===== config.mk =====
export PLATFORM = sky130hd
export DESIGN_NAME = vpd_eeprom_access
export DESIGN_NICKNAME = d
export VERILOG_FILES = /design/src/hw/vpd_i2c_engine.sv /design/src/hw/vpd_eeprom_access.sv
export SDC_FILE = /design/constraint.sdc
export NUM_CORES = 1
export LEC_CHECK = 0
export ABC_AREA = 1
export BUFFER_PORTS_ARGS = -buffer_cell sky130_fd_sc_hd__clkbuf_2
export CORE_MARGIN = 2
export CORE_UTILIZATION = 25
export DETAILED_ROUTE_END_ITERATION = 8
export GPL_TIMING_DRIVEN = 0
export MAX_ROUTING_LAYER = met4
export PLACE_DENSITY = 0.47
export SYNTH_ARGS = -nofsm -noshare
export SYNTH_HDL_FRONTEND = slang
export SYNTH_SLANG_ARGS = --single-unit

===== constraint.sdc =====
create_clock -name ref_clk -period 3.25 [get_ports ref_clk]
set_input_delay 0.1625 -clock ref_clk [delete_from_list [all_inputs] [get_ports ref_clk]]
set_output_delay 0.1625 -clock ref_clk [all_outputs]
set_load 0.02 [all_outputs]

===== src/hw/vpd_i2c_engine.sv =====
package vpd_pkg;
  // ****************************************
  // timing
  // ****************************************
  localparam int unsigned CLK_PERIOD_NS = 5;
  localparam int unsigned I2C_QUARTER_NS = 2500;
  localparam int unsigned QUARTER_CYCLES = I2C_QUARTER_NS / CLK_PERIOD_NS;
  localparam logic [9:0] QCNT_LAST = 10'(QUARTER_CYCLES - 1);
  localparam logic [3:0] ACK_BIT = 4'h8;
  // ****************************************
  // eeprom addressing
  // ****************************************
  localparam logic [6:0] EEPROM_SLAVE = 7'h50;
  localparam logic [7:0] CTRL_WR = {EEPROM_SLAVE, 1'b0};
  localparam logic [7:0] CTRL_RD = {EEPROM_SLAVE, 1'b1};
  localparam logic [7:0] RD_BASE_OFS = 8'h07;
  localparam logic [7:0] PG1_BASE_OFS = 8'h07;
  localparam logic [7:0] PG2_BASE_OFS = 8'h05;
  localparam logic [7:0] ADDR_INVERT = 8'hff;
  // ****************************************
  // sequence steps
  // ****************************************
  localparam logic [4:0] RD_FIRST_RX = 5'h05;
  localparam logic [4:0] RD_LAST_RX = 5'h08;
  localparam logic [4:0] RD_LAST_STEP = 5'h09;
  localparam logic [4:0] WR_POLL1 = 5'h07;
  localparam logic [4:0] WR_POLL2 = 5'h0f;
  localparam logic [4:0] WR_LAST_STEP = 5'h10;

  typedef enum logic [2:0] {
    OP_NONE = 3'b000,
    OP_START = 3'b001,
    OP_STOP = 3'b010,
    OP_WRITE = 3'b011,
    OP_READ = 3'b100
  } i2c_op_t;

  typedef enum logic [3:0] {
    SEL_NONE = 4'b0000,
    SEL_CTRL_W = 4'b0001,
    SEL_CTRL_R = 4'b0010,
    SEL_BASE_RD = 4'b0011,
    SEL_BASE1 = 4'b0100,
    SEL_BASE2 = 4'b0101,
    SEL_D3 = 4'b0110,
    SEL_D2 = 4'b0111,
    SEL_D1 = 4'b1000,
    SEL_D0 = 4'b1001
  } byte_sel_t;

  typedef struct packed {
    i2c_op_t op;
    logic [7:0] tx;
    logic ack_out;
  } eng_cmd_t;

  typedef struct packed {
    logic done;
    logic nack;
    logic [7:0] rx;
  } eng_rsp_t;

  typedef struct packed {
    logic wr;
    logic flag;
    logic [14:0] addr;
  } cap_wr_t;
endpackage

module i2c_byte_engine #(
  parameter int unsigned QUARTER_LEN = vpd_pkg::QUARTER_CYCLES
) (
  input wire logic ref_clk,
  input wire logic srst,
  input wire logic clk_en,
  input wire logic cmd_valid,
  input wire vpd_pkg::eng_cmd_t cmd,
  input wire logic sda_in,
  output vpd_pkg::eng_rsp_t rsp,
  output logic scl_oe,
  output logic sda_oe
);
  import vpd_pkg::*;

  // qcnt is ten bits wide, so a quarter may span at most 1024 clocks
  localparam logic [9:0] QCNT_END = 10'(QUARTER_LEN - 1);

  typedef struct packed {
    i2c_op_t op;
    logic [9:0] qcnt;
    logic [1:0] qtr;
    logic [3:0] bitn;
    logic [8:0] sh;
    logic scl_oe;
    logic sda_oe;
    eng_rsp_t rsp;
  } eng_state_t;

  eng_state_t q, d;

  always_comb begin
    d = q;
    d.rsp.done = 1'b0;
    if (q.op == OP_NONE) begin
      if (cmd_valid) begin
        d.op = cmd.op;
        d.qcnt = '0;
        d.qtr = '0;
        d.bitn = '0;
        d.rsp.nack = 1'b0;
        // ninth bit: released for slave ack, or master ack/nack on reads
        d.sh = (cmd.op == OP_READ) ? {8'hff, ~cmd.ack_out} : {cmd.tx, 1'b1};
      end
    end else if (q.qcnt != QCNT_END) begin
      d.qcnt = q.qcnt + 10'h001;
    end else begin
      d.qcnt = '0;
      d.qtr = q.qtr + 2'h1;
      unique case (q.op)
        OP_START: begin
          // also serves as repeated start: scl is low on entry
          unique case (q.qtr)
            2'h0: d.sda_oe = 1'b0;
            2'h1: d.scl_oe = 1'b0;
            2'h2: d.sda_oe = 1'b1;
            2'h3: begin
              d.scl_oe = 1'b1;
              d.op = OP_NONE;
              d.rsp.done = 1'b1;
            end
          endcase
        end
        OP_STOP: begin
          unique case (q.qtr)
            2'h0: d.sda_oe = 1'b1;
            2'h1: d.scl_oe = 1'b0;
            2'h2: d.sda_oe = 1'b0;
            2'h3: begin
              d.op = OP_NONE;
              d.rsp.done = 1'b1;
            end
          endcase
        end
        default: begin
          unique case (q.qtr)
            2'h0: d.sda_oe = ~q.sh[8];
            2'h1: d.scl_oe = 1'b0;
            2'h2: begin
              if (q.bitn == ACK_BIT) begin
                d.rsp.nack = (q.op == OP_WRITE) & sda_in;
              end else begin
                d.rsp.rx = {q.rsp.rx[6:0], sda_in};
              end
            end
            2'h3: begin
              d.scl_oe = 1'b1;
              d.sh = {q.sh[7:0], 1'b1};
              d.bitn = q.bitn + 4'h1;
              if (q.bitn == ACK_BIT) begin
                // release data while scl is low so the next op starts clean
                d.sda_oe = 1'b0;
                d.op = OP_NONE;
                d.rsp.done = 1'b1;
              end
            end
          endcase
        end
      endcase
    end
  end

  always_ff @(posedge ref_clk) begin
    if (srst) begin
      q <= '0;
    end else if (clk_en) begin
      q <= d;
    end
  end

  assign rsp = q.rsp;
  assign scl_oe = q.scl_oe;
  assign sda_oe = q.sda_oe;
endmodule // i2c_byte_engine


===== src/hw/vpd_eeprom_access.sv =====
module vpd_eeprom_access #(
  // quarter of an scl bit in clocks; the default gives 2.5 us quarters
  parameter int unsigned QUARTER_LEN = vpd_pkg::QUARTER_CYCLES
) (
  input wire logic ref_clk,
  input wire logic srst,
  input wire logic clk_en,
  input wire vpd_pkg::cap_wr_t cap,
  input wire logic [3:0] data_be,
  input wire logic [31:0] data_wdata,
  input wire logic bus_busy,
  input wire logic sda_in,
  output logic scl_out,
  output logic scl_oe,
  output logic sda_out,
  output logic sda_oe,
  output logic vpd_flag,
  output logic [31:0] vpd_data,
  output logic seq_busy,
  output logic seq_done
);
  import vpd_pkg::*;

  typedef enum logic [1:0] {
    S_IDLE = 2'b00,
    S_WAIT_BUS = 2'b01,
    S_ISSUE = 2'b10,
    S_WAIT_ENG = 2'b11
  } seq_state_t;

  typedef struct packed {
    i2c_op_t op;
    byte_sel_t sel;
  } step_t;

  typedef struct packed {
    seq_state_t st;
    logic wr;
    logic abort;
    logic [4:0] step;
    logic [7:0] addr_lo;
    logic flag;
    logic [31:0] data;
    logic busy;
    logic done;
    logic cmd_valid;
    eng_cmd_t cmd;
  } seq_q_t;

  seq_q_t q, d;
  eng_rsp_t rsp;
  step_t cur;

  // ****************************************
  // sequence tables
  // ****************************************
  function automatic step_t step_decode(input logic wr, input logic [4:0] step);
    step_t s;
    s = '{op: OP_NONE, sel: SEL_NONE};
    if (!wr) begin
      unique case (step)
        5'h00: s = '{op: OP_START, sel: SEL_NONE};
        5'h01: s = '{op: OP_WRITE, sel: SEL_CTRL_W};
        5'h02: s = '{op: OP_WRITE, sel: SEL_BASE_RD};
        5'h03: s = '{op: OP_START, sel: SEL_NONE};
        5'h04: s = '{op: OP_WRITE, sel: SEL_CTRL_R};
        5'h05, 5'h06, 5'h07, 5'h08: s = '{op: OP_READ, sel: SEL_NONE};
        5'h09: s = '{op: OP_STOP, sel: SEL_NONE};
        default: s = '{op: OP_NONE, sel: SEL_NONE};
      endcase
    end else begin
      unique case (step)
        5'h00, 5'h06, 5'h08, 5'h0e: s = '{op: OP_START, sel: SEL_NONE};
        5'h01, 5'h07, 5'h09, 5'h0f: s = '{op: OP_WRITE, sel: SEL_CTRL_W};
        5'h02: s = '{op: OP_WRITE, sel: SEL_BASE1};
        5'h03: s = '{op: OP_WRITE, sel: SEL_D3};
        5'h04: s = '{op: OP_WRITE, sel: SEL_D2};
        5'h05, 5'h0d, 5'h10: s = '{op: OP_STOP, sel: SEL_NONE};
        5'h0a: s = '{op: OP_WRITE, sel: SEL_BASE2};
        5'h0b: s = '{op: OP_WRITE, sel: SEL_D1};
        5'h0c: s = '{op: OP_WRITE, sel: SEL_D0};
        default: s = '{op: OP_NONE, sel: SEL_NONE};
      endcase
    end
    return s;
  endfunction

  // inverted addressing puts lower logical addresses at higher locations
  function automatic logic [7:0] byte_of(input byte_sel_t sel, input logic [7:0] lo,
                                         input logic [31:0] data);
    logic [7:0] b;
    b = 8'h00;
    unique case (sel)
      SEL_CTRL_W: b = CTRL_WR;
      SEL_CTRL_R: b = CTRL_RD;
      SEL_BASE_RD: b = (lo + RD_BASE_OFS) ^ ADDR_INVERT;
      SEL_BASE1: b = (lo + PG1_BASE_OFS) ^ ADDR_INVERT;
      SEL_BASE2: b = (lo + PG2_BASE_OFS) ^ ADDR_INVERT;
      SEL_D3: b = data[31:24];
      SEL_D2: b = data[23:16];
      SEL_D1: b = data[15:8];
      SEL_D0: b = data[7:0];
      SEL_NONE: b = 8'h00;
      default: b = 8'h00;
    endcase
    return b;
  endfunction

  // ****************************************
  // sequencer
  // ****************************************
  assign cur = step_decode(q.wr, q.step);

  always_comb begin
    logic [4:0] last;
    last = q.wr ? WR_LAST_STEP : RD_LAST_STEP;
    d = q;
    d.cmd_valid = 1'b0;
    d.done = 1'b0;
    unique case (q.st)
      S_IDLE: begin
        for (int i = 0; i < 4; i++) begin
          if (data_be[i]) begin
            d.data[8*i +: 8] = data_wdata[8*i +: 8];
          end
        end
        if (cap.wr) begin
          d.addr_lo = cap.addr[7:0];
          d.flag = cap.flag;
          d.wr = cap.flag;
          d.step = '0;
          d.abort = 1'b0;
          d.st = S_WAIT_BUS;
        end
      end
      S_WAIT_BUS: begin
        // another master owns the shared bus; hold off until it lets go
        if (!bus_busy) begin
          d.busy = 1'b1;
          d.st = S_ISSUE;
        end
      end
      S_ISSUE: begin
        d.cmd.op = cur.op;
        d.cmd.tx = byte_of(cur.sel, q.addr_lo, q.data);
        d.cmd.ack_out = (q.step != RD_LAST_RX);
        d.cmd_valid = 1'b1;
        d.st = S_WAIT_ENG;
      end
      S_WAIT_ENG: begin
        if (rsp.done) begin
          d.st = S_ISSUE;
          if (cur.op == OP_READ) begin
            unique case (q.step[1:0])
              2'h1: d.data[31:24] = rsp.rx;
              2'h2: d.data[23:16] = rsp.rx;
              2'h3: d.data[15:8] = rsp.rx;
              2'h0: d.data[7:0] = rsp.rx;
            endcase
          end
          if (cur.op == OP_WRITE && rsp.nack) begin
            if (q.wr && (q.step == WR_POLL1 || q.step == WR_POLL2)) begin
              d.step = q.step - 5'h01;
            end else begin
              // stop to free the bus; flag untouched
              d.abort = 1'b1;
              d.step = last;
            end
          end else if (q.step == last) begin
            d.st = S_IDLE;
            d.busy = 1'b0;
            d.done = 1'b1;
            if (!q.abort) begin
              d.flag = ~q.wr;
            end
          end else begin
            d.step = q.step + 5'h01;
          end
        end
      end
    endcase
  end

  always_ff @(posedge ref_clk) begin
    if (srst) begin
      q <= '0;
    end else if (clk_en) begin
      q <= d;
    end
  end

  i2c_byte_engine #(
    .QUARTER_LEN(QUARTER_LEN)
  ) u_engine (
    .ref_clk(ref_clk),
    .srst(srst),
    .clk_en(clk_en),
    .cmd_valid(q.cmd_valid),
    .cmd(q.cmd),
    .sda_in(sda_in),
    .rsp(rsp),
    .scl_oe(scl_oe),
    .sda_oe(sda_oe)
  );

  // open-drain pins only ever pull low
  assign scl_out = 1'b0;
  assign sda_out = 1'b0;
  assign vpd_flag = q.flag;
  assign vpd_data = q.data;
  assign seq_busy = q.busy;
  assign seq_done = q.done;
endmodule // vpd_eeprom_access


== Yosys cells after proc, flatten, opt, wreduce, memory -nomap -nowiden ==
Memories as Yosys holds them, arrays and structs flattened. A register that Yosys moved wholly into a read port is not among the register bits.
Index checks and enable logic that the tools add are counted.
Cells by class
  add/subtract/negate cells: 7
  equal/unequal tests: 55
  muxes and demuxes: 69
  bitwise logic cells: 10
  reduce and logical (&&, ||, !) cells: 35
Operator list (number)
  2-to-1 mux 8 bit: 9
  case mux 33 bit (2 select lines): 1
  case mux 8 bit (8 select lines): 1
  2-to-1 mux 28 bit: 2
  AND reduction 6 bit: 8
  2-to-1 mux 13 bit: 3
  2-to-1 mux 35 bit: 1
  2-to-1 mux 32 bit: 1
  2-to-1 mux 5 bit: 6
  inequality test 2 bit (second input constant): 14
  2-to-1 mux 27 bit: 1
  2-to-1 mux 9 bit: 3
  2-to-1 mux 18 bit: 1
  adder 8 x 3 -> 8 bit (second input constant): 2
  equality test 4 x 3 -> 1 bit (second input constant): 4
  inverter 8 bit: 2
  2-to-1 mux 3 bit: 5
  AND reduction 5 bit: 3
  2-to-1 mux 1 bit: 14
  2-to-1 mux 2 bit: 7
  2-to-1 mux 7 bit: 2
  inequality test 2 x 1 -> 1 bit (second input constant): 7
  AND reduction 7 bit: 2
  equality test 2 bit (second input constant): 6
  other kinds (39): 71
Word-level totals
  register bits after elaboration: 105
  ROM bits: 272
  input port bits: 58
  output and inout port bits: 39
  memories: 2
Memories
  (no name shown): depth 32, width 6, rd ports 1, clocked after memory_dff 1, wr ports 0, RTL line vpd_eeprom_access.sv:72  | unique case (step)
  (no name shown): depth 16, width 5, rd ports 1, clocked after memory_dff 1, wr ports 0, RTL line vpd_eeprom_access.sv:61  | unique case (step)

== Longest topological paths before layout ==
  depth in word-level cells: 9
  mapped depth: 18
  mapped depth without buffers: 18

== Hierarchy ==
Synthesis repeated with hierarchy kept, for this count alone.
Unflattened totals
  cells, all modules: 1029
  area, all modules: 6839.1 µm²
By module, submodules not included
  vpd_eeprom_access: instances 1, cells an instance 688, area each 4554.4 µm², seq. area each 1521.5 µm²
  i2c_byte_engine: instances 1, cells an instance 341, area each 2284.7 µm², seq. area each 800.8 µm²

== Worst setup path after synthesis ==
Ideal clock, no wire load.
  path kind: reg2reg
  start point: register q[56] in the netlist's numbering
  end point: register (tool-made name)
  arrival time: 2.242 ns
  path slack: 0.938 ns
  stages on the path, launching flop included: 19
  path buffers: 0
  clock period less this slack: 2.312 ns
  path through: dfxtp_1 ha_1 nand2_1 nor2_1 ha_1 inv_1 a21oi_1 nor2_1 o22ai_1 nor2_1 nor2_1 nor2_1 inv_1 ha_1 inv_1 nand4_1 nand2_1 inv_2 a21oi_1
RTL lines
  from (decl): RTL line vpd_eeprom_access.sv:50  | seq_q_t q, d;
  from (signal assigned): RTL line vpd_eeprom_access.sv:186  | q <= '0;
  from (signal assigned): RTL line vpd_eeprom_access.sv:188  | q <= d;

==> results.toml <==
[synthesis]
synth_seq_area_share_pct = 36.6
synth_seq_cells = 116
synth_warnings = 0
ys.flop_type = "dfxtp_1"
synth.avg_cell_area_um2 = 7.15
ys_types = 47
synthCells = 886
synth_edf_count = 0
syn_area_um2 = 6340
async_reset_ff_share_pct = 0

[die]
coreArea_um2 = 25000
io_pins = 97
dieArea_um2 = 26600
initial_core_util_pct = 25.3
std_cell_rows = 58
die_h_um = 163
fp.dieW_um = 163

[placement]
portBuffers = 87
dp_hpwl_mm = 15.9
gp_congestion = 0.853

[cts]
cts_resized = 0
h-tree-depth = 4
clkSinkCount = 116
cts_buffer_depth = 2
root_buffer = "clkbuf_16"
cts_inserted_buffers = 17
clk_pin_slew_ns = 0.06
tritoncts = "done"
post_cts_buffers = 0
clock_latency_ns = 0.41

[cells_and_area]
fill_cells = 2789
drive_gt1_share_pct = 20.3
fin_nets = 1079
num_antenna_cells = 0
area_growth_syn_to_layout_pct = 23.0
mostFrequentLayoutCells = "nand2_1, dfxtp_1, clkbuf_2"
layout_commonest_cell = "nand2_1"

[detailed_routing]
drt-initial-drc-count = 451
dr.pass1.iters = 4
vias = 6210
drc_errors = 0
wl_per_cell_um = 15.4
routed_wl_mm = 20.7
routed_via_density = 4.62
antenna_left = 0

[critical_path]
path_max_fanout = 6
end_kind = "register"
crit_required_ns = 3.53
start_kind = "register"
cp.arrival_ns = 3.09
criticalPathCategory = "register to register"

[sta]
setup_viol = 0
hold_viol = 0
whs_ns = 0.0166
final-max-slew-violation-count = 0
rsz0062_at_grt = "no"
worstMarginPinSlew_ns = 0.782
tns_ns = 0
min_period_over_period_pct = 86.6
slew_headroom_pct = 47.6
fmax_mhz = 355
fin_skew_ns = 0.00905
period_minus_slack_ns = 2.82

[min_path]
hp-class = "primary input to register"

[global_routing]
grt_max_degree = 17
antenna_found_initial = 0
grt_pass1_wl_mm = 32.9
grt-ovfl-total = 0
grt_pass1_vias = 6053
grt_usage_pct = 16.4

[pwr]
ir_drop_mv = 0.239
power_density_nw_per_um2 = 493
leakage_uw = 0.00335

[run_status]
status = "finished, final reports clean"

[run]
max_cap_viol_count = 0
## what timing repair did
action                                 CTS  global route
endpoints found under the hold margin    9             0
setup endpoints to repair                0             0
hold buffers                             9             0
## area by class of cell
class | count | area (um2) | share of cell area [%]
plain buffers | 62 | 393 | 5.04
clock buffers | 26 | 489 | 6.28
clock inverters | 4 | 25.0 | 0.321
inverters | 87 | 332 | 4.25
multi-input cells | 622 | 3300 | 42.3
flip-flops and latches | 116 | 2320 | 29.8
well taps | 330 | 413 | 5.30
repair buffers | 96 | 526 | 6.74
## flip-flops by register name, indices dropped and copies added, names as in the netlist, named ones only
register,flops
seq_done,1
u_engine.sda_oe,1
seq_busy,1
u_engine.rsp,10
u_engine.q,28
u_engine.scl_oe,1
vpd_data,32
vpd_flag,1
q,30
## synth_stat cells (3+ instances only)
cell	number	area share, %
o22ai_1	4	0.39
nand2_2	9	0.89
nand3_1	36	2.8
a21oi_1	47	3.7
buf_2	5	0.39
o21ai_0	82	6.5
inv_2	11	0.65
dfxtp_1	116	37
inv_1	73	4.3
nor2_1	67	4.0
nor4_1	3	0.30
nand4_1	13	1.3
a22o_1	3	0.41
nand3_2	3	0.47
nor2_4	4	0.71
a211oi_1	7	0.83
ha_1	19	3.8
nor3_2	4	0.63
a31oi_1	44	4.3
xor2_1	11	1.5
clkbuf_1	17	1.0
nor2_2	7	0.69
xnor2_1	3	0.41
buf_4	39	4.6
a22oi_1	5	0.59
nand2_1	194	11
nor3_1	17	1.3
o21ai_1	17	1.3
nand3_4	3	0.83
## through the flow
step,cells,setup WS [ns],instance area (um2),power [uW],utilization (%)
final,1343,0.434,7790,3850,31.1
after global routing,1343,0.143,7790,4020,31.1
after CTS,1343,0.428,7790,3880,31.1
after detailed placement,1304,0.454,7190,2200,28.7
after global placement,1304,0.417,7190,2200,28.7
after floorplan,887,0.938,6340,2000,-
## worst max-delay path, stage by stage, from the launching register on
cell and delay [ns]:
dfxtp_1 0.37, ha_1 0.27, nand2_1 0.10, nor2_1 0.04, ha_1 0.18, inv_1 0.06, a21oi_1 0.08, nor2_1 0.21
o22ai_1 0.11, nor2_1 0.09, nor2_1 0.06, nor2_1 0.25, inv_1 0.11, ha_1 0.24, inv_1 0.06, nand4_1 0.14
nand2_1 0.18, o21ai_1 0.12
## worst paths after layout
check | to | startpoint | depth (start not counted) | slack (ns)
worst max-delay path | register | q[56] | 17 | 0.43
worst min-delay path | vpd_data[30] | data_wdata[30] | 3 | 0.02
worst max register to register | register | q[56] | 17 | 0.43
worst min register to register | vpd_flag | vpd_flag | 2 | 0.46
## where the power goes
part / internal (uW) / switching [uW]
Sequential: 1500 / 66.9
Clock: 1020 / 644
Combinational: 227 / 386
Total: 2750 / 1100
## per-layer routing
| layer | part of all wire, % | global-route usage, % | up-vias |
|---|---|---|---|
| met5 | 0 | - | - |
| met4 | 2.2 | 5.35 | 0 |
| met3 | 2.8 | 2.59 | 25 |
| met2 | 49 | 26.7 | 100 |
| met1 | 46 | 20.9 | 2892 |
| li1 | - | - | 3193 |
## logic make-up (layout without fill, tap and decap cells)
| group | after synthesis | count (layout) | share of synthesized area [%] |
|---|---|---|---|
| fa+ha+maj | 19 | 19 | 3.75 |
| buf+inv | 149 | 275 | 11.4 |
| compound gates | 220 | 220 | 19.6 |
| simple gates | 367 | 367 | 26.6 |
| other cells | 1 | 2 | 0.0592 |
| flops | 116 | 116 | 36.6 |
| xor+xnor | 14 | 14 | 1.93 |
(Power assumes the default switching activity.)
